--- src/rtai_pkg.sv ---
// rtai_pkg: constants and types of the alarm, periodic irq and clock output
package rtai_pkg;

  // ---------------------------------------------------------------------
  // register map
  // ---------------------------------------------------------------------
  localparam logic [3:0] ADDR_CTRL_ENABLE = 4'hE;
  localparam logic [3:0] ADDR_CTRL_FLAG = 4'hF;

  // ctrl_enable_reg fields
  localparam int BIT_WEEKLY_EN = 7;
  localparam int BIT_DAILY_EN = 6;
  localparam int BIT_CLKEN_N_SECOND = 4;
  localparam int BIT_PSEL_HI = 2;
  localparam int BIT_PSEL_LO = 0;

  // ctrl_flag_reg fields
  localparam int BIT_CLKEN_N_FIRST = 3;
  localparam int BIT_PERIODIC_FLAG = 2;
  localparam int BIT_WEEKLY_FLAG = 1;
  localparam int BIT_DAILY_FLAG = 0;

  // values after reset
  localparam logic RST_ALARM_EN = 1'b0;
  localparam logic RST_CLKEN_N = 1'b0;
  localparam logic RST_FLAG = 1'b0;

  // ---------------------------------------------------------------------
  // timing
  // ---------------------------------------------------------------------
  localparam int SYS_CLK_MHZ = 25;
  localparam int OSC_HZ = 32768;
  localparam int INC_DELAY_NS = 46000;
  localparam int INC_DELAY_CYC = (INC_DELAY_NS * SYS_CLK_MHZ) / 1000;
  localparam int ADJ_PERIOD_SEC = 20;
  localparam int ADJ_MAX_US = 3784;
  localparam int ADJ_MAX_OSC = (ADJ_MAX_US * OSC_HZ) / 1000000;
  localparam int DIV_CW = 17;

  // ---------------------------------------------------------------------
  // enumerations
  // ---------------------------------------------------------------------
  typedef enum logic [2:0] {
    PS_OFF = 3'b000,
    PS_LOW = 3'b001,
    PS_P2HZ = 3'b010,
    PS_P1HZ = 3'b011,
    PS_SEC = 3'b100,
    PS_MIN = 3'b101,
    PS_HOUR = 3'b110,
    PS_MONTH = 3'b111
  } rtai_psel_e;

  typedef enum logic [0:0] {
    INC_IDLE = 1'b0,
    INC_WAIT = 1'b1
  } rtai_inc_e;

endpackage

--- src/rtai_div_if.sv ---
// rtai_div_if: link between the control logic and the sub-second divider
`timescale 1ns/1ps
interface rtai_div_if #(parameter int CW = 17);
  logic osc_rise;
  logic restart;
  logic adj_en;
  logic signed [7:0] adj_delta;
  logic wrap;
  logic [CW-1:0] count;

  modport div (input osc_rise, input restart, input adj_en,
               input adj_delta, output wrap, output count);
  modport ctl (output osc_rise, output restart, output adj_en,
               output adj_delta, input wrap, input count);
endinterface

--- src/rtai_irq_top.sv ---
// rtai_irq_top: alarm comparators, periodic interrupt and 32 kHz output
//
// Behaviour
// RL1 - alarm enable bit 1 arms its alarm, 0 disarms it
// RL2 - alarm flag reads back whether its interrupt is asserted
// RL3 - writing 1 to alarm flag does nothing; 0 clears and releases output
// RL4 - clearing a flag keeps enable; next match asserts again
// RL5 - weekly compares weekday, hour, minute; daily hour and minute
// RL6 - host disables alarm while loading alarm time, then re-enables
// RL7 - enabling on the current time waits for the next match
// RL8 - select 000 keeps periodic output off; 001 holds it low
// RL9 - selects 010 and 011 give 2 Hz and 1 Hz half-duty square waves
// RL10 - selects 1xx: each second, minute, hour, or first of month
// RL11 - level mode holds output low until host writes 0 to flag
// RL12 - pulse mode increments seconds about 46 us after falling edge
// RL13 - writing seconds resets divider and drives periodic output low
// RL14 - level mode increments seconds with the falling edge
// RL15 - adjustment every 20 seconds stretches or shortens one second by 3.784 ms max
// RL16 - clock out runs when control pin high and an enable is 0
// RL17 - first clock enable at flag D3, second at enable D4, reset 0
// RL18 - periodic select sits in enable D2..D0; zero disables it
// RL19 - shared open-drain pin is low whenever any source asserts
// RL20 - alarm flag sets on match only while enabled; level event sets
// RL21 - alarm match evaluated once per minute boundary
`timescale 1ns/1ps
module rtai_irq_top #(
  parameter int OSC_PER_SEC = 32768
) (
  input wire logic clk_sys,
  input wire logic nrst,
  input wire logic osc_pin,
  input wire logic clkout_control_pin,
  input wire logic [3:0] reg_addr,
  input wire logic reg_wr,
  input wire logic [7:0] reg_wdata,
  output logic [7:0] reg_rdata,
  input wire logic sec_wr,
  input wire logic adj_en,
  input wire logic signed [7:0] adj_delta,
  input wire logic [6:0] cur_sec,
  input wire logic [6:0] cur_min,
  input wire logic [5:0] cur_hour,
  input wire logic [2:0] cur_wday,
  input wire logic [5:0] cur_mday,
  input wire logic [6:0] alm_w_wday,
  input wire logic [5:0] alm_w_hour,
  input wire logic [6:0] alm_w_min,
  input wire logic [5:0] alm_d_hour,
  input wire logic [6:0] alm_d_min,
  output logic sec_inc,
  output logic irq_out_a_o,
  output logic irq_out_a_oe,
  output logic irq_out_b_o,
  output logic irq_out_b_oe,
  output logic irq_out_shared_o,
  output logic irq_out_shared_oe,
  output logic slow_clock_out_pin
);
  import rtai_pkg::*;

  localparam int CW = DIV_CW;
  localparam logic [CW-1:0] HALF = CW'(OSC_PER_SEC / 2);
  localparam logic [CW-1:0] QUART = CW'(OSC_PER_SEC / 4);
  localparam logic [10:0] DLY_LAST = 11'(INC_DELAY_CYC - 1);

  if (INC_DELAY_CYC < 1 || INC_DELAY_CYC > 2047) begin : g_chk
    $error("rtai_irq_top: increment delay does not fit its counter");
  end

  // --------------------------------------------------------------------
  // pin synchronisers
  // --------------------------------------------------------------------
  logic osc_s1_q, osc_s2_q, osc_s3_q;
  logic clkout_control_pin_s1_q, clkout_control_pin_s2_q;

  always_ff @(posedge clk_sys) begin
    if (!nrst) begin
      osc_s1_q <= 1'b0;
      osc_s2_q <= 1'b0;
      osc_s3_q <= 1'b0;
      clkout_control_pin_s1_q <= 1'b0;
      clkout_control_pin_s2_q <= 1'b0;
    end else begin
      osc_s1_q <= osc_pin;
      osc_s2_q <= osc_s1_q;
      osc_s3_q <= osc_s2_q;
      clkout_control_pin_s1_q <= clkout_control_pin;
      clkout_control_pin_s2_q <= clkout_control_pin_s1_q;
    end
  end

  // --------------------------------------------------------------------
  // sub-second divider
  // --------------------------------------------------------------------
  rtai_div_if #(.CW(CW)) dv ();

  assign dv.osc_rise = osc_s2_q & ~osc_s3_q;
  assign dv.restart = sec_wr;
  assign dv.adj_en = adj_en;
  assign dv.adj_delta = adj_delta;

  rtai_subsec_div #(.OSC_PER_SEC(OSC_PER_SEC)) u_div (
    .clk_sys(clk_sys),
    .nrst(nrst),
    .dv(dv)
  );

  // --------------------------------------------------------------------
  // control registers
  // --------------------------------------------------------------------
  logic wk_en_q, dy_en_q, clken_n2_q, clken_n1_q;
  rtai_psel_e psel_q;
  logic wr_en, wr_flag;

  assign wr_en = reg_wr && reg_addr == ADDR_CTRL_ENABLE;
  assign wr_flag = reg_wr && reg_addr == ADDR_CTRL_FLAG;

  always_ff @(posedge clk_sys) begin
    if (!nrst) begin
      wk_en_q <= RST_ALARM_EN;
      dy_en_q <= RST_ALARM_EN;
      clken_n2_q <= RST_CLKEN_N; // RL17
      psel_q <= PS_OFF; // RL8
    end else if (wr_en) begin
      wk_en_q <= reg_wdata[BIT_WEEKLY_EN]; // RL1
      dy_en_q <= reg_wdata[BIT_DAILY_EN]; // RL1
      clken_n2_q <= reg_wdata[BIT_CLKEN_N_SECOND]; // RL17
      psel_q <= rtai_psel_e'(reg_wdata[BIT_PSEL_HI:BIT_PSEL_LO]); // RL18
    end
  end

  always_ff @(posedge clk_sys) begin
    if (!nrst) clken_n1_q <= RST_CLKEN_N; // RL17
    else if (wr_flag) clken_n1_q <= reg_wdata[BIT_CLKEN_N_FIRST]; // RL17
  end

  // --------------------------------------------------------------------
  // second increment timing
  // --------------------------------------------------------------------
  rtai_inc_e inc_st_q;
  logic [10:0] dly_q;
  logic sec_inc_q, eval_q;
  logic pulse_mode, level_mode;

  assign pulse_mode = psel_q == PS_P2HZ || psel_q == PS_P1HZ;
  assign level_mode = psel_q[2];

  // pulse mode lags the count behind the falling edge; otherwise a read
  // right after the edge would already show the new second
  always_ff @(posedge clk_sys) begin
    if (!nrst) begin
      inc_st_q <= INC_IDLE;
      dly_q <= 11'h000;
      sec_inc_q <= 1'b0;
    end else begin
      sec_inc_q <= 1'b0;
      case (inc_st_q)
        INC_IDLE: begin
          if (dv.wrap && !sec_wr) begin
            if (pulse_mode) begin
              inc_st_q <= INC_WAIT; // RL12
              dly_q <= DLY_LAST;
            end else begin
              sec_inc_q <= 1'b1; // RL14
            end
          end
        end
        INC_WAIT: begin
          if (sec_wr) begin
            inc_st_q <= INC_IDLE;
          end else if (dly_q == 11'h000) begin
            inc_st_q <= INC_IDLE;
            sec_inc_q <= 1'b1; // RL12
          end else begin
            dly_q <= dly_q - 11'h001;
          end
        end
        default: inc_st_q <= INC_IDLE;
      endcase
    end
  end

  // time inputs settle one cycle after the increment
  always_ff @(posedge clk_sys) begin
    if (!nrst) eval_q <= 1'b0;
    else eval_q <= sec_inc_q;
  end

  // --------------------------------------------------------------------
  // alarm comparators and flags
  // --------------------------------------------------------------------
  logic minute_edge, wk_match, dy_match, wk_set, dy_set;
  logic wk_flag_q, dy_flag_q;

  assign minute_edge = eval_q && cur_sec == 7'h00; // RL21
  assign wk_match = cur_wday != 3'h7 && alm_w_wday[cur_wday]
                    && cur_hour == alm_w_hour && cur_min == alm_w_min; // RL5
  assign dy_match = cur_hour == alm_d_hour && cur_min == alm_d_min; // RL5
  // a late enable cannot see the minute that already passed
  assign wk_set = minute_edge && wk_en_q && wk_match; // RL20 RL7
  assign dy_set = minute_edge && dy_en_q && dy_match; // RL20 RL7

  // set wins over a clear that lands in the same cycle
  always_ff @(posedge clk_sys) begin
    if (!nrst) begin
      wk_flag_q <= RST_FLAG;
      dy_flag_q <= RST_FLAG;
    end else begin
      if (wk_set) wk_flag_q <= 1'b1; // RL4
      else if (wr_flag && !reg_wdata[BIT_WEEKLY_FLAG]) wk_flag_q <= 1'b0; // RL3
      if (dy_set) dy_flag_q <= 1'b1; // RL4
      else if (wr_flag && !reg_wdata[BIT_DAILY_FLAG]) dy_flag_q <= 1'b0; // RL3
    end
  end

  // --------------------------------------------------------------------
  // periodic interrupt
  // --------------------------------------------------------------------
  logic lvl_event, lvl_set, per_flag_q, low_1hz, low_2hz;
  logic per_active;

  always_comb begin
    case (psel_q)
      PS_SEC: lvl_event = eval_q; // RL10
      PS_MIN: lvl_event = eval_q && cur_sec == 7'h00; // RL10
      PS_HOUR: lvl_event = eval_q && cur_sec == 7'h00
                           && cur_min == 7'h00; // RL10
      PS_MONTH: lvl_event = eval_q && cur_sec == 7'h00 && cur_min == 7'h00
                            && cur_hour == 6'h00 && cur_mday == 6'h01; // RL10
      default: lvl_event = 1'b0;
    endcase
  end

  // a seconds write in level mode also pulls the line, matching pulse mode
  assign lvl_set = lvl_event || (level_mode && sec_wr); // RL20 RL13

  always_ff @(posedge clk_sys) begin
    if (!nrst) per_flag_q <= RST_FLAG;
    else if (lvl_set) per_flag_q <= 1'b1; // RL11
    else if (wr_flag && !reg_wdata[BIT_PERIODIC_FLAG])
      per_flag_q <= 1'b0; // RL11
  end

  // the low half starts at each second boundary; adjustment lands on the
  // high half, which is the trade made for a simple compare
  assign low_1hz = dv.count < HALF; // RL9
  assign low_2hz = dv.count < QUART
                   || (dv.count >= HALF && dv.count < HALF + QUART); // RL9

  always_comb begin
    case (psel_q)
      PS_OFF: per_active = 1'b0; // RL8
      PS_LOW: per_active = 1'b1; // RL8
      PS_P2HZ: per_active = low_2hz; // RL9
      PS_P1HZ: per_active = low_1hz; // RL9
      default: per_active = per_flag_q; // RL11
    endcase
  end

  // --------------------------------------------------------------------
  // open-drain outputs, read data and clock output
  // --------------------------------------------------------------------
  logic a_oe_q, b_oe_q, sh_oe_q, clk_out_q;
  logic [7:0] rdata_q;

  always_ff @(posedge clk_sys) begin
    if (!nrst) begin
      a_oe_q <= 1'b0;
      b_oe_q <= 1'b0;
      sh_oe_q <= 1'b0;
    end else begin
      a_oe_q <= dy_flag_q || per_active; // RL19 RL2
      b_oe_q <= wk_flag_q; // RL2
      sh_oe_q <= dy_flag_q || per_active || wk_flag_q; // RL19
    end
  end

  always_ff @(posedge clk_sys) begin
    if (!nrst) clk_out_q <= 1'b0;
    else clk_out_q <= osc_s2_q && clkout_control_pin_s2_q
                      && (!clken_n1_q || !clken_n2_q); // RL16
  end

  always_ff @(posedge clk_sys) begin
    if (!nrst) begin
      rdata_q <= 8'h00;
    end else begin
      case (reg_addr)
        ADDR_CTRL_ENABLE: rdata_q <= {wk_en_q, dy_en_q, 1'b0, clken_n2_q,
                                      1'b0, psel_q};
        ADDR_CTRL_FLAG: rdata_q <= {4'h0, clken_n1_q, per_flag_q,
                                    wk_flag_q, dy_flag_q}; // RL2
        default: rdata_q <= 8'h00;
      endcase
    end
  end

  assign reg_rdata = rdata_q;
  assign sec_inc = sec_inc_q;
  assign irq_out_a_o = 1'b0;
  assign irq_out_b_o = 1'b0;
  assign irq_out_shared_o = 1'b0;
  assign irq_out_a_oe = a_oe_q;
  assign irq_out_b_oe = b_oe_q;
  assign irq_out_shared_oe = sh_oe_q;
  assign slow_clock_out_pin = clk_out_q;
endmodule // rtai_irq_top

--- src/rtai_subsec_div.sv ---
// rtai_subsec_div: oscillator-edge divider down to the one-second boundary
`timescale 1ns/1ps
module rtai_subsec_div #(
  parameter int OSC_PER_SEC = 32768
) (
  input wire logic clk_sys,
  input wire logic nrst,
  rtai_div_if.div dv
);
  import rtai_pkg::*;

  localparam int CW = $bits(dv.count);
  localparam logic signed [CW+1:0] BASE_TERM = (CW+2)'(OSC_PER_SEC - 1);
  localparam logic signed [7:0] DMAX = 8'(ADJ_MAX_OSC);

  if (OSC_PER_SEC < 8 || OSC_PER_SEC + ADJ_MAX_OSC >= 2 ** CW) begin : g_chk
    $error("rtai_subsec_div: OSC_PER_SEC out of range for divider width");
  end

  logic [4:0] sec20_q;
  logic [CW-1:0] count_q;
  logic wrap_q;
  logic signed [7:0] delta_c;
  logic signed [CW+1:0] term_s;
  logic [CW-1:0] term;

  // adjustment is clamped so one corrected second never moves too far
  always_comb begin
    if (dv.adj_delta > DMAX) delta_c = DMAX;
    else if (dv.adj_delta < -DMAX) delta_c = -DMAX;
    else delta_c = dv.adj_delta;
    term_s = BASE_TERM;
    if (dv.adj_en && sec20_q == 5'(ADJ_PERIOD_SEC - 1)) begin // RL15
      term_s = BASE_TERM + (CW+2)'(delta_c);
    end
    term = term_s[CW-1:0];
  end

  // --------------------------------------------------------------------
  // divider stage, cleared by a second-counter write; the 20-second count is not
  // --------------------------------------------------------------------
  always_ff @(posedge clk_sys) begin
    if (!nrst || dv.restart) begin // RL13
      count_q <= '0;
      wrap_q <= 1'b0;
    end else begin
      wrap_q <= 1'b0;
      if (dv.osc_rise) begin
        if (count_q >= term) begin
          count_q <= '0;
          wrap_q <= 1'b1;
        end else begin
          count_q <= count_q + 1'b1;
        end
      end
    end
  end

  always_ff @(posedge clk_sys) begin
    if (!nrst) begin
      sec20_q <= 5'h00;
    end else if (wrap_q) begin
      if (sec20_q == 5'(ADJ_PERIOD_SEC - 1)) sec20_q <= 5'h00;
      else sec20_q <= sec20_q + 5'h01;
    end
  end

  assign dv.wrap = wrap_q;
  assign dv.count = count_q;
endmodule // rtai_subsec_div

--- config.mk ---
export PLATFORM = sky130hd
export DESIGN_NAME = rtai_irq_top
export DESIGN_NICKNAME = d
export VERILOG_FILES = /design/src/rtai_pkg.sv /design/src/rtai_div_if.sv /design/src/rtai_irq_top.sv /design/src/rtai_subsec_div.sv
export SDC_FILE = /design/constraint.sdc
export NUM_CORES = 1
export LEC_CHECK = 0
export ABC_AREA = 1
export BUFFER_PORTS_ARGS = -buffer_cell sky130_fd_sc_hd__buf_2
export CAP_MARGIN = 0
export CORE_ASPECT_RATIO = 0.6
export CORE_MARGIN = 2
export CORE_UTILIZATION = 30
export DETAILED_ROUTE_END_ITERATION = 6
export PLACE_DENSITY = 0.58
export RECOVER_POWER = 100
export SYNTH_ARGS = -nofsm -noshare
export SYNTH_HDL_FRONTEND = slang
export SYNTH_SLANG_ARGS = --single-unit
--- constraint.sdc ---
create_clock -name clk_sys -period 6.56 [get_ports clk_sys]
set_clock_uncertainty 0.2 [all_clocks]
set_input_delay 1.312 -clock clk_sys [delete_from_list [all_inputs] [get_ports clk_sys]]
set_output_delay 1.312 -clock clk_sys [all_outputs]
set_load 0.02 [all_outputs]
Word level (Yosys, flattened, before mapping)
Index checks and enable logic that the tools add are counted.
{ "op_classes": {"addsub": 4, "order_cmp": 8, "n_eq_ne": 20, "n_mux": 32, "bitwise_logic": 4, "reduce_logical": 47} }
{ "op_table": {"columns": ["operator", "count"], "rows": [
  ["$mux 11", 4],
  ["$lt 17x15->1 const B", 2],
  ["$mux 17", 2],
  ["$logic_and 1x1->1", 23],
  ["$pmux 11 s2", 1],
  ["$add 16x8->17 const A", 1],
  ["$add 17x1->17 const B", 1],
  ["$ge 17x15->1 const B", 1],
  ["$ge 17x17->1", 1],
  ["$lt 17x14->1 const B", 1],
  ["$mux 1", 16],
  ["$mux 8", 2],
  ["$pmux 8 s2", 1],
  ["$eq 7x7->1", 2],
  ["$logic_not 7->1", 2],
  ["$eq 3x3->1 const B", 4],
  ["$eq 6x6->1", 2],
  ["$logic_not 11->1", 1],
  ["$sub 11x1->11 const B", 1],
  ["$eq 4x4->1 const B", 2],
  ["$gt 8x8->1 const B", 1],
  ["$lt 8x8->1 const B", 1],
  ["$ne 2x2->1 const B", 4],
  ["$pmux 1 s4", 2],
  ["19 further kinds", 37]
]} }
{ "totals": {"regBits": 64, "out_inout_bits": 16, "elab_cells": 140} }

Logic depth before layout (Yosys ltp)
Gate-level depths: netlist of the first run.
{ "logic_depth": {"ltp_word": 8, "mapped_depth": 22} }

Modules after synthesis
Synthesis of the first run repeated with hierarchy kept, for this count alone.
{ "unflattened": {"cells_unflattened": 624, "hier_area_um2": 4101.4} }
{ "by_module_without_submodules": {"columns": ["module", "n_inst", "cells_per_inst", "area_per_inst_um2", "seq_area_each_um2"], "rows": [
  ["rtai_irq_top", 1, 352, 2288.4, 800.8],
  ["rtai_subsec_div", 1, 272, 1813.0, 460.4]
]} }

Worst setup path after synthesis of the first run
No wires, ideal clock.
{ "synth_timing": {"kind": "input-to-reg", "from": "input adj_delta[0]", "to": "register u_div.count_q[1] (netlist: u_div.dv.count[1])", "t_arrival_ns": 4.103, "setup_slack_ns": 2.140, "cell_stages": 21, "path_cell_list": "o21ai_0 > a41o_1 > ha_1 > nor2_1 > nand2_1 > inv_1 > ha_1 > nand2_1 > nor3_1 > nor3_1 > ha_1 > nand2_1 > nor2_1 > nand3_1 > o21ai_0 > nor2_1 > nand2_1 > nand2_1 > nand2_1 > buf_4 > nor2_1"} }
{ "synth_via": {"elab_chain_len": 7, "elab_cells_between_ends": 8, "classes_between": "1 x add/sub; 3 x order compare; 4 x mux"} }
{ "synth_lines": {"columns": ["element", "line_no", "rtl"], "rows": [
  ["from (decl)", "rtai_irq_top.sv:39", "input wire logic signed [7:0] adj_delta,"],
  ["$lt 8x8->1", "rtai_subsec_div.sv:30", "else if (dv.adj_delta < -DMAX) delta_c = -DMAX;"],
  ["$mux 8", "rtai_subsec_div.sv:30", null],
  ["$mux 8 (*)", "rtai_subsec_div.sv:29", "if (dv.adj_delta > DMAX) delta_c = DMAX;"],
  ["$add 16x8->17 (*)", "rtai_subsec_div.sv:34", "term_s = BASE_TERM + (CW+2)'(delta_c);"],
  ["$mux 17 (*)", "rtai_subsec_div.sv:33", "if (dv.adj_en && sec20_q == 5'(ADJ_PERIOD_SEC - 1)) begin"],
  ["$ge 17x17->1 (*)", "rtai_subsec_div.sv:49", "if (count_q >= term) begin"],
  ["$mux 17 (*)", "rtai_subsec_div.sv:49", null],
  ["to (signal assigned)", "rtai_subsec_div.sv:53", "count_q <= count_q + 1'b1;"],
  ["to (decl)", "rtai_subsec_div.sv:21", "logic [CW-1:0] count_q;"]
]} }
Every way passes the cells marked *; elsewhere a longest branch is shown, timed or not.
A chain may end at the register's enable or synchronous reset.

Worst setup path in the final report of the first run
{ "layout_timing": {"from": "input adj_delta[2]", "to": "register u_div.count_q[11] (netlist: u_div.dv.count[11])"} }
Same word-level chain as after synthesis.

==> run metrics, run 1 <==
fraction of layout instances using a drive strength above 1=around 17%; fin nets=about 820; Post-Route WL=10500 µm; Switching Fraction=between 20 and 25%; synthesized flop and latch total=63; die area=14300 µm²; Slew headroom=36.4%; top cell type's share of synthesized area=between 30% and 40%; status=complete, no violations; RSZ-0062 raised after global routing=false; Wirelength per Cell=approximately 12 µm; Clock transition at path regs=~60 ps; Lkg Pwr=approximately 2.3 nW; TNS Setup=0 ps; Chip Height=between 90 and 100 µm; DR iter-0 viols=about 320; post-synth top area cell=dfxtp_1; sequential power share=38.1%; Inserted Clock Buffers=9; register area share after synthesis=approximately a third; hpwl dp=8340 µm; endpoints failing setup=0; synth-to-layout area growth=24.3%; startpoint types=input port; crit-path max FO=17; Core ar.=between 10000 and 15000 µm²; H-tree depth=3; ant diodes=0; GRT Util Overall=between 10% and 20%; CTS max path bufs=2; Syn Area/Cell=between 6 and 7 µm²; synthesized netlist cell count=between 600 and 700; Post-synth EDFFs=0; Post-CTS Setup Repair Bufs=0; IO buf count=just under 100; MaxCap Viol Count=0; DRC=0; TritonCTS clock tree=built; Critical Path Sink Type=flop; clock root cell=clkbuf_16; largest net degree at the start of global routing=24; cell area after synthesis=4010 µm²; critical path class=in2reg; PostCTS Resize Cnt=0; Int Power=roughly 0.0008 W; peak supply drop=around 0.13 mV; Final GP Congestion=around 0.82; ys async rst share=0%; Fin. Hold Viols=0; top post-synthesis cells by area=dfxtp_1 (31%), nand2_1 (11%), nor2_1 (10%), inv_1 (7.2%), ha_1 (7.2%); via/cell ratio=4.49; starting density of the core=between 30% and 40%; WP data arrival=4920 ps; Slew Viols, Final=0; Sink Count=63; global-route wire length before repair=between 15000 and 20000 µm; # hold bufs at CTS=0; post-layout util=between 30% and 40%; cell row count=32; Yosys cell types=37; number of global-route vias before repair=about 3500; P_sw=roughly 0.00022 W; top-count cell post-synth=nand2_1; fmax=0.203 GHz; required time worst endpoint=about 6600 ps; pwr dens=a little over 200 nW/µm²; die width=153 µm; Worst Hold Class=reg2reg; Pre-antenna DRT Iters=5; WHS=between 200 and 250 ps; Worst-Skew Late Latency=approximately 330 ps; initial antenna violation count=0; commonest cells in the netlist=nand2_1 (121), nor2_1 (111), inv_1 (77); Detail Route Antenna Nets=0; fin crit period=a little under 5000 ps; via count=approximately 4000; main flop type after synthesis=dfxtp_1; yosys warns=0; total gr overflow=0; I/O pin cnt=around 110; pin slew with the least headroom to its limit=953 ps; Clk pwr share=a little over half; Comb pwr share=between 8 and 9%; Period Utilization, post-route=between 70% and 80%
==> worst max-delay path: stages <==
cell and delay [ps]:
clkbuf_1 160, o21ai_0 140, a41o_1 230, ha_1 350, nor2_1 120, nand2_1 70, inv_1 130, ha_1 200
nand2_1 110, nor3_1 460, nor2_1 90, ha_1 310, nand2_1 60, nor2_1 140, nand3_1 90, o21ai_0 180
nor2_1 60, nand2_1 80, nand2_1 70, nand2_1 460, nor2_1 100
==> metal layers <==
metal	GRT usage, %	share of wire (%)
met1	22.5	56
met2	20.2	37
met3	3.75	6.3
met4	3.94	1.0
met5	0	0
==> power groups by stage <==
stage | clock network (W) | registers [W] | logic (W)
2_1_floorplan | 0 | 0.000396 | 0.0000492
3_3_place_gp | 0 | 0.000396 | 0.0000898
3_5_place_dp | 0 | 0.000396 | 0.0000893
4_1_cts | 0.000554 | 0.000388 | 0.0000901
5_1_grt | 0.000570 | 0.000388 | 0.000102
6_report | 0.000541 | 0.000388 | 0.0000891
==> state kept, by name (all words and copies together), names as in the netlist, 3 cells and up <==
register and cells:
u_div.dv.count 17, psel_q 3, u_div.sec20_q 5, dly_q 11, reg_rdata 7
==> cells in the final DEF (no fill, tap or decap), drive strengths merged <==
cell / n
nand2: 123
nor2: 115
buf: 84
inv: 78
dfxtp: 63
o21ai: 41
a21oi: 40
nand3: 29
clkbuf: 29
ha: 23
nor3: 22
xor2: 17
nand4: 9
xnor2: 9
or2: 5
o22ai: 5
conb: 4
nand3b: 3
o21a: 3
nor3b: 2
nor4: 2
o31ai: 2
bufinv: 2
a41o: 1
o211a: 1
o2111ai: 1
a22oi: 1
o32ai: 1
==> path summary, 6_finish.rpt <==
path	startpoint	end	slack [ps]	cells past startpoint
worst max-delay path	adj_delta[2]	u_div.dv.count[11]	1640	21
worst min-delay path	clkout_control_pin_s1_q	clkout_control_pin_s2_q	210	2
worst max register to register	u_div.sec20_q[1]	u_div.dv.count[11]	3160	15
worst min register to register	clkout_control_pin_s1_q	clkout_control_pin_s2_q	210	2
==> through the flow <==
stage	instance area [µm²]	setup slack, ps	power (W)	std cells
3_3_place_gp	4660	1370	0.000486	869
4_1_cts	5000	1720	0.00103	885
6_report	4980	1640	0.00102	885
3_5_place_dp	4660	1360	0.000485	869
5_1_grt	4980	1200	0.00106	885
2_1_floorplan	4020	2140	0.000445	611
==> kinds of logic after synthesis <==
kind of cell / after synthesis / share of synthesized area [%]
other cells: 1 / 0.0936
compound gates: 96 / 13.4
xor+xnor: 26 / 5.69
simple gates: 310 / 33.1
buf+inv: 89 / 9.00
flops: 63 / 31.5
fa+ha+maj: 23 / 7.19
==> final cells by class <==
cell class / count / area (µm²)
Clock buffer: 14 / 284
Clock inverter: 2 / 60.1
Multi-Input combinational cell: 459 / 2390
Fill cell: 1396 / 7950
Sequential cell: 63 / 1260
Inverter: 78 / 293
Timing Repair Buffer: 99 / 477
Tap cell: 170 / 213
Power figures use the tool's default switching activity.
==> inputs of run 2 (changes only) <==
Settings changed: PLACE_DENSITY 0.58 to 0.6.
Clock period 6.56 ns to 4.5 ns, I/O delays scaled along.
==> run 2 against run 1 <==
First-iteration DRC count shrank 9.7%. Via count rose by 1.5%. Critical path depth unchanged. Largest cell class unchanged. Combinational power is 50% higher. Count of clock-buffer cells in the layout down 2.
==> run metrics, run 2 (same netlist as run 1, synthesis figures left out) <==
DRC=0 (unchanged); cell row count=32 (unchanged); Core ar.=12900 µm² (unchanged); max reg flops=17 (unchanged); hold path start=clken_n2_q; Pre-antenna DRT Iters=5 (unchanged); peak supply drop=0.163 mV (+28%); ant diodes=0 (unchanged); Post-Route WL=10400 µm (-1.2%); Placed Area=4680 µm² (+0.59%); die width=153 µm (unchanged); global-route wire length before repair=17300 µm (+1.3%); Worst-Skew Late Latency=330 ps (about the same); die area=14300 µm² (unchanged); CP dominant cell by count=nand2_1; crit-path max FO=17 (unchanged); critical path class=in2reg; Fin. Hold Viols=0 (unchanged); Worst Hold Class=reg2reg; worst-path cell with the longest stage delay=ha_1; required time worst endpoint=4510 ps (-2050 ps); clock root cell=clkbuf_16; Clock transition at path regs=50 ps (about the same); TritonCTS clock tree=built; WP data arrival=4020 ps (-900 ps); crit path buf inv count=3 (+1); starting density of the core=31.0% (unchanged); fill cell count=1398 (+0.14%); CTS max path bufs=2 (unchanged); IO buf count=99 (unchanged); via count=4037 (+1.5%); Wirelength per Cell=11.7 µm (-1.4%); most frequent cells in the layout=nand2_1 (121), nor2_1 (111), buf_2 (86); reg2reg start=u_div.sec20_q[1]; fin nets=824 (+0.24%); status=complete, no violations; leading cell type in the layout, fill and taps excluded=nand2_1; Slew Viols, Final=0 (unchanged); Crit path max-delay family=simple AND/OR/NAND/NOR gates; fin crit period=~4000 ps; Detail Route Antenna Nets=0 (unchanged); Lkg Pwr=2.33 nW (about the same); GRT Util Overall=15.0% (+0.18 points); Post-Layout Cell Count=887 (+0.23%); startpoint types=input port; RSZ-0062 raised after global routing=false; pin slew with the least headroom to its limit=978 ps (+24.8 ps); DR iter-0 viols=288 (-9.7%); initial antenna violation count=0 (unchanged); pwr dens=278 nW/µm² (+36%); Slew headroom=34.8% (-1.7 points); PostCTS Resize Cnt=0 (unchanged); Period Utilization, post-route=between 80% and 90%; I/O pin cnt=105 (unchanged); via/cell ratio=4.55 (+1.3%); Total Power=0.00138 W (+35%); Final Cell Area=4950 µm² (-0.53%); total gr overflow=0 (unchanged); Post-Place Cells=871 (+0.23%); Chip Height=93.5 µm (unchanged); Inserted Clock Buffers=9 (unchanged); WHS=225 ps (+12.0 ps); Critical path origin=adj_delta[2]; MaxCap Viol Count=0 (unchanged); # hold bufs at CTS=0 (unchanged); Critical Path Sink Type=flop; fmax=around 0.25 GHz; number of global-route vias before repair=3550 (+1.4%); largest net degree at the start of global routing=24 (unchanged); fraction of layout instances using a drive strength above 1=16.7% (+0.23 points); Final GP Congestion=0.906 (+10%); TNS Setup=0 ps (unchanged); synth-to-layout area growth=23.6%; worst path cell trace=buf_2 > o21ai_0 > a41o_1 > ha_1 > nor3_1 > nand3_1 > nor2_1 > nand2_1 > ha_1 > nor2_1 > ha_1 > nand2_1 > inv_1 > nand4_1 > o21ai_0 > nor2_1 > nand2_1 > nand2_1 > nand2_1 > buf_12 > nor2_1; endpoints failing setup=0 (unchanged); hpwl dp=8300 µm (-0.54%); H-tree depth=3 (unchanged); Sink Count=63 (unchanged); Post-CTS Setup Repair Bufs=0 (unchanged); delay of the slowest critical-path stage=360 ps (-100 ps)
[run 2: layer usage]
| layer | wire length (µm) | track usage, % | up-vias |
|---|---|---|---|
| li1 | - | - | 2178 |
| met1 | 5930 | 23.6 | 1767 |
| met2 | 3760 | 18.9 | 87 |
| met3 | 629 | 4.31 | 5 |
| met4 | 67 | 4.17 | 0 |
| met5 | 0 | 0 | - |
[run 2: path summary, 6_finish.rpt]
| path | slack (ps) | end | cells past startpoint |
|---|---|---|---|
| setup / recovery | 490 | u_div.dv.count[8] | 21 |
| hold / removal | 220 | slow_clock_out_pin | 1 |
| setup reg to reg | 1420 | u_div.dv.count[7] | 16 |
| hold reg to reg | 220 | slow_clock_out_pin | 1 |
[run 2: worst register-to-register path, cell delays in order (launching register included)]
cell and delay, ps:
dfxtp_1 350, ha_1 190, nand3_1 100, nor2_1 500, nand2_1 270, nor2_1 170, ha_1 260, nand2_1 70
inv_1 30, o21ai_0 150, a21oi_1 90, nor2_1 110, nand2_1 90, nand2_1 90, nand2_1 90, buf_12 160
nor2_1 90
[run 2: cell type report]
| class | count | area [µm²] | area share, % |
|---|---|---|---|
| clock buffers | 12 | 246 | 4.98 |
| multi-input cells | 459 | 2390 | 48.2 |
| clock inverters | 4 | 45.0 | 0.910 |
| flip-flops and latches | 63 | 1260 | 25.5 |
| well taps | 170 | 213 | 4.30 |
| inverters | 78 | 293 | 5.91 |
| repair buffers | 101 | 507 | 10.2 |
[run 2: stage by stage]
step                worst slack [ps]  utilization, %
floorplan                        492               -
global placement                 197            36.2
detailed placement               200            36.2
CTS                              536            38.5
global route                     201            38.3
finish                           495            38.3
[run 2: power by group]
group | internal [W] | switching [W]
clock | 0.000440 | 0.000236
sequential | 0.000563 | 0.00000265
combinational | 0.0000562 | 0.0000775
==> inputs of run 3 (changes only) <==
Settings changed: BUFFER_PORTS_ARGS -buffer_cell sky130_fd_sc_hd__buf_2 to not set, DONT_BUFFER_PORTS set to 1, PLACE_DENSITY 0.6 to 0.53.
==> run 3 against run 2 <==
Via count is 5.1% lower. Clock power is 2% higher. Utilization is 3.9 points lower. Register-to-register slack worse by 130 ps. Critical path type unchanged. Critical endpoint is now u_div.dv.count[3].
==> run metrics, run 3 (same netlist as run 1, synthesis figures left out) <==
hold depth=1 (unchanged); endpoints failing setup=0 (unchanged); Pre-antenna DRT Iters=5 (unchanged); cell row count=32 (unchanged); fin worst setup slack=521 ps (+26.1 ps); Worst-Skew Late Latency=320 ps (about the same); pwr dens=301 nW/µm² (+8.3%); Int Power=0.00103 W (-2.5%); peak supply drop=0.168 mV (+3.6%); total gr overflow=0 (unchanged); Inserted Clock Buffers=9 (unchanged); Critical path origin=adj_delta[0]; Detail Route Antenna Nets=0 (unchanged); fin crit period=3980 ps (-26.1 ps); GRT Util Overall=14.9% (-0.031 points); Clk pwr share=51.4% (+2.2 points); Switching Fraction=22.7% (-0.30 points); synth-to-layout area growth=10.9%; P_sw=0.000303 W (-4.2%); Crit Reg-Reg Endpoint=u_div.dv.count[3]; fraction of layout instances using a drive strength above 1=4.85% (-12 points); die area=14300 µm² (unchanged); sequential power share=42.4% (+1.3 points); Critical Path Sink Type=flop; TritonCTS clock tree=built; startpoint types=input port; critical path class=in2reg; DR iter-0 viols=268 (-6.9%); leading cell type in the layout, fill and taps excluded=nand2_1; reg2reg setup slack=1290 ps (-130 ps); IO buf count=0 (-100%); Post-Place Worst Slack=281 ps (+81.3 ps); Post-Route WL=10500 µm (+0.93%); Slew Viols, Final=0 (unchanged); Worst Hold Class=reg2reg; I/O pin cnt=105 (unchanged); Slew headroom=35.6% (+0.80 points); TNS Setup=0 ps (unchanged); via/cell ratio=4.86 (+6.9%); clock root cell=clkbuf_16; reg2reg start=u_div.sec20_q[0]; fill cell count=1352 (-3.3%); ant diodes=0 (unchanged); Clock transition at path regs=50 ps (about the same); status=complete, no violations; MaxCap Viol Count=0 (unchanged); WHS Endpoint=slow_clock_out_pin; Wirelength per Cell=13.3 µm (+14%); fmax=0.251 GHz (+0.66%); Comb pwr share=6.2% (-3.5 points); required time worst endpoint=4510 ps (about the same); # hold bufs at CTS=0 (unchanged); H-tree depth=3 (unchanged); via count=3833 (-5.1%); CTS max path bufs=2 (unchanged); Sink Count=63 (unchanged); hpwl dp=8360 µm (+0.74%); initial antenna violation count=0 (unchanged); largest net degree at the start of global routing=24 (unchanged); Period Utilization, post-route=88.4% (-0.58 points); worst reg2reg path depth=16 (unchanged); crit-path max FO=17 (unchanged); RSZ-0062 raised after global routing=false; fin nets=725 (-12%); Lkg Pwr=1.95 nW (-16%); WP data arrival=3990 ps (-30 ps); starting density of the core=31.0% (unchanged); pin slew with the least headroom to its limit=966 ps (-12.1 ps); most frequent cells in the layout=nand2_1 (122), nor2_1 (112), inv_1 (77); max reg flops=17 (unchanged); number of global-route vias before repair=3543 (-0.20%); DRC=0 (unchanged); Post-CTS Setup Repair Bufs=0 (unchanged); Core ar.=12900 µm² (unchanged); Fin. Hold Viols=0 (unchanged); hold path start=clken_n2_q; global-route wire length before repair=17200 µm (-0.24%); die width=153 µm (unchanged); PostCTS Resize Cnt=0 (unchanged); Chip Height=93.5 µm (unchanged); Final GP Congestion=0.899 (-0.75%)
[run 3: per-stage QoR]
stage / instance area (µm²) / util (%) / power [W] / hold WS (ps) / std cells
after floorplan: 4020 / - / 0.000649 / 190 / 611
after global placement: 4180 / 32.3 / 0.000658 / 225 / 772
after detailed placement: 4180 / 32.3 / 0.000660 / 220 / 772
after CTS: 4470 / 34.5 / 0.00135 / 230 / 788
after global routing: 4440 / 34.3 / 0.00139 / 240 / 788
final: 4440 / 34.3 / 0.00134 / 231 / 788
[run 3: cell type report]
type / count / area [µm²] / area share, %
sequential: 63 / 1260 / 28.4
timing repair buffer: 2 / 11.3 / 0.254
clock inverter: 4 / 45.0 / 1.01
tap: 170 / 213 / 4.79
inverter: 78 / 293 / 6.59
clock buffer: 12 / 246 / 5.55
multi-input combinational: 459 / 2370 / 53.4
[run 3: worst max-delay path by stage]
stage / endpoint / slack (ps) / cells after the start
final: u_div.dv.count[3] / 520 / 22
after global routing: u_div.dv.count[3] / 210 / 22
after CTS: u_div.dv.count[3] / 620 / 22
after detailed placement: u_div.dv.count[3] / 280 / 22
after global placement: u_div.dv.count[8] / 340 / 22
after floorplan: u_div.dv.count[1] / 490 / 21
[run 3: worst max-delay path: stages]
cell      delay [ps]
o21ai_0           70
a41o_1           220
ha_1             360
nor2_1           120
nand2_1           80
inv_1            130
ha_1             200
nand2_1          110
nor3_1           180
clkbuf_1         220
nor2_1            70
ha_1             290
nand2_1           50
nor2_1           140
nand3_1           90
o21ai_0          160
nor2_1            60
nand2_1          100
nand2_1           80
nand2_1           60
buf_4            220
nor2_1            70
[run 3: per-layer routing]
layer | GRT usage [%] | vias up | wire length (µm)
met1 | 22.2 | 1741 | 5590
met5 | 0 | - | 0
met4 | 3.70 | 0 | 115
met2 | 21.1 | 112 | 4200
li1 | - | 1966 | -
met3 | 3.89 | 14 | 572
[run 3: power groups by stage]
stage,sequential (W),combinational [W],clock (W)
4_1_cts,0.000566,0.0000830,0.000704
5_1_grt,0.000566,0.0000961,0.000733
2_1_floorplan,0.000577,0.0000718,0
6_report,0.000566,0.0000830,0.000687
3_3_place_gp,0.000578,0.0000805,0
3_5_place_dp,0.000578,0.0000826,0
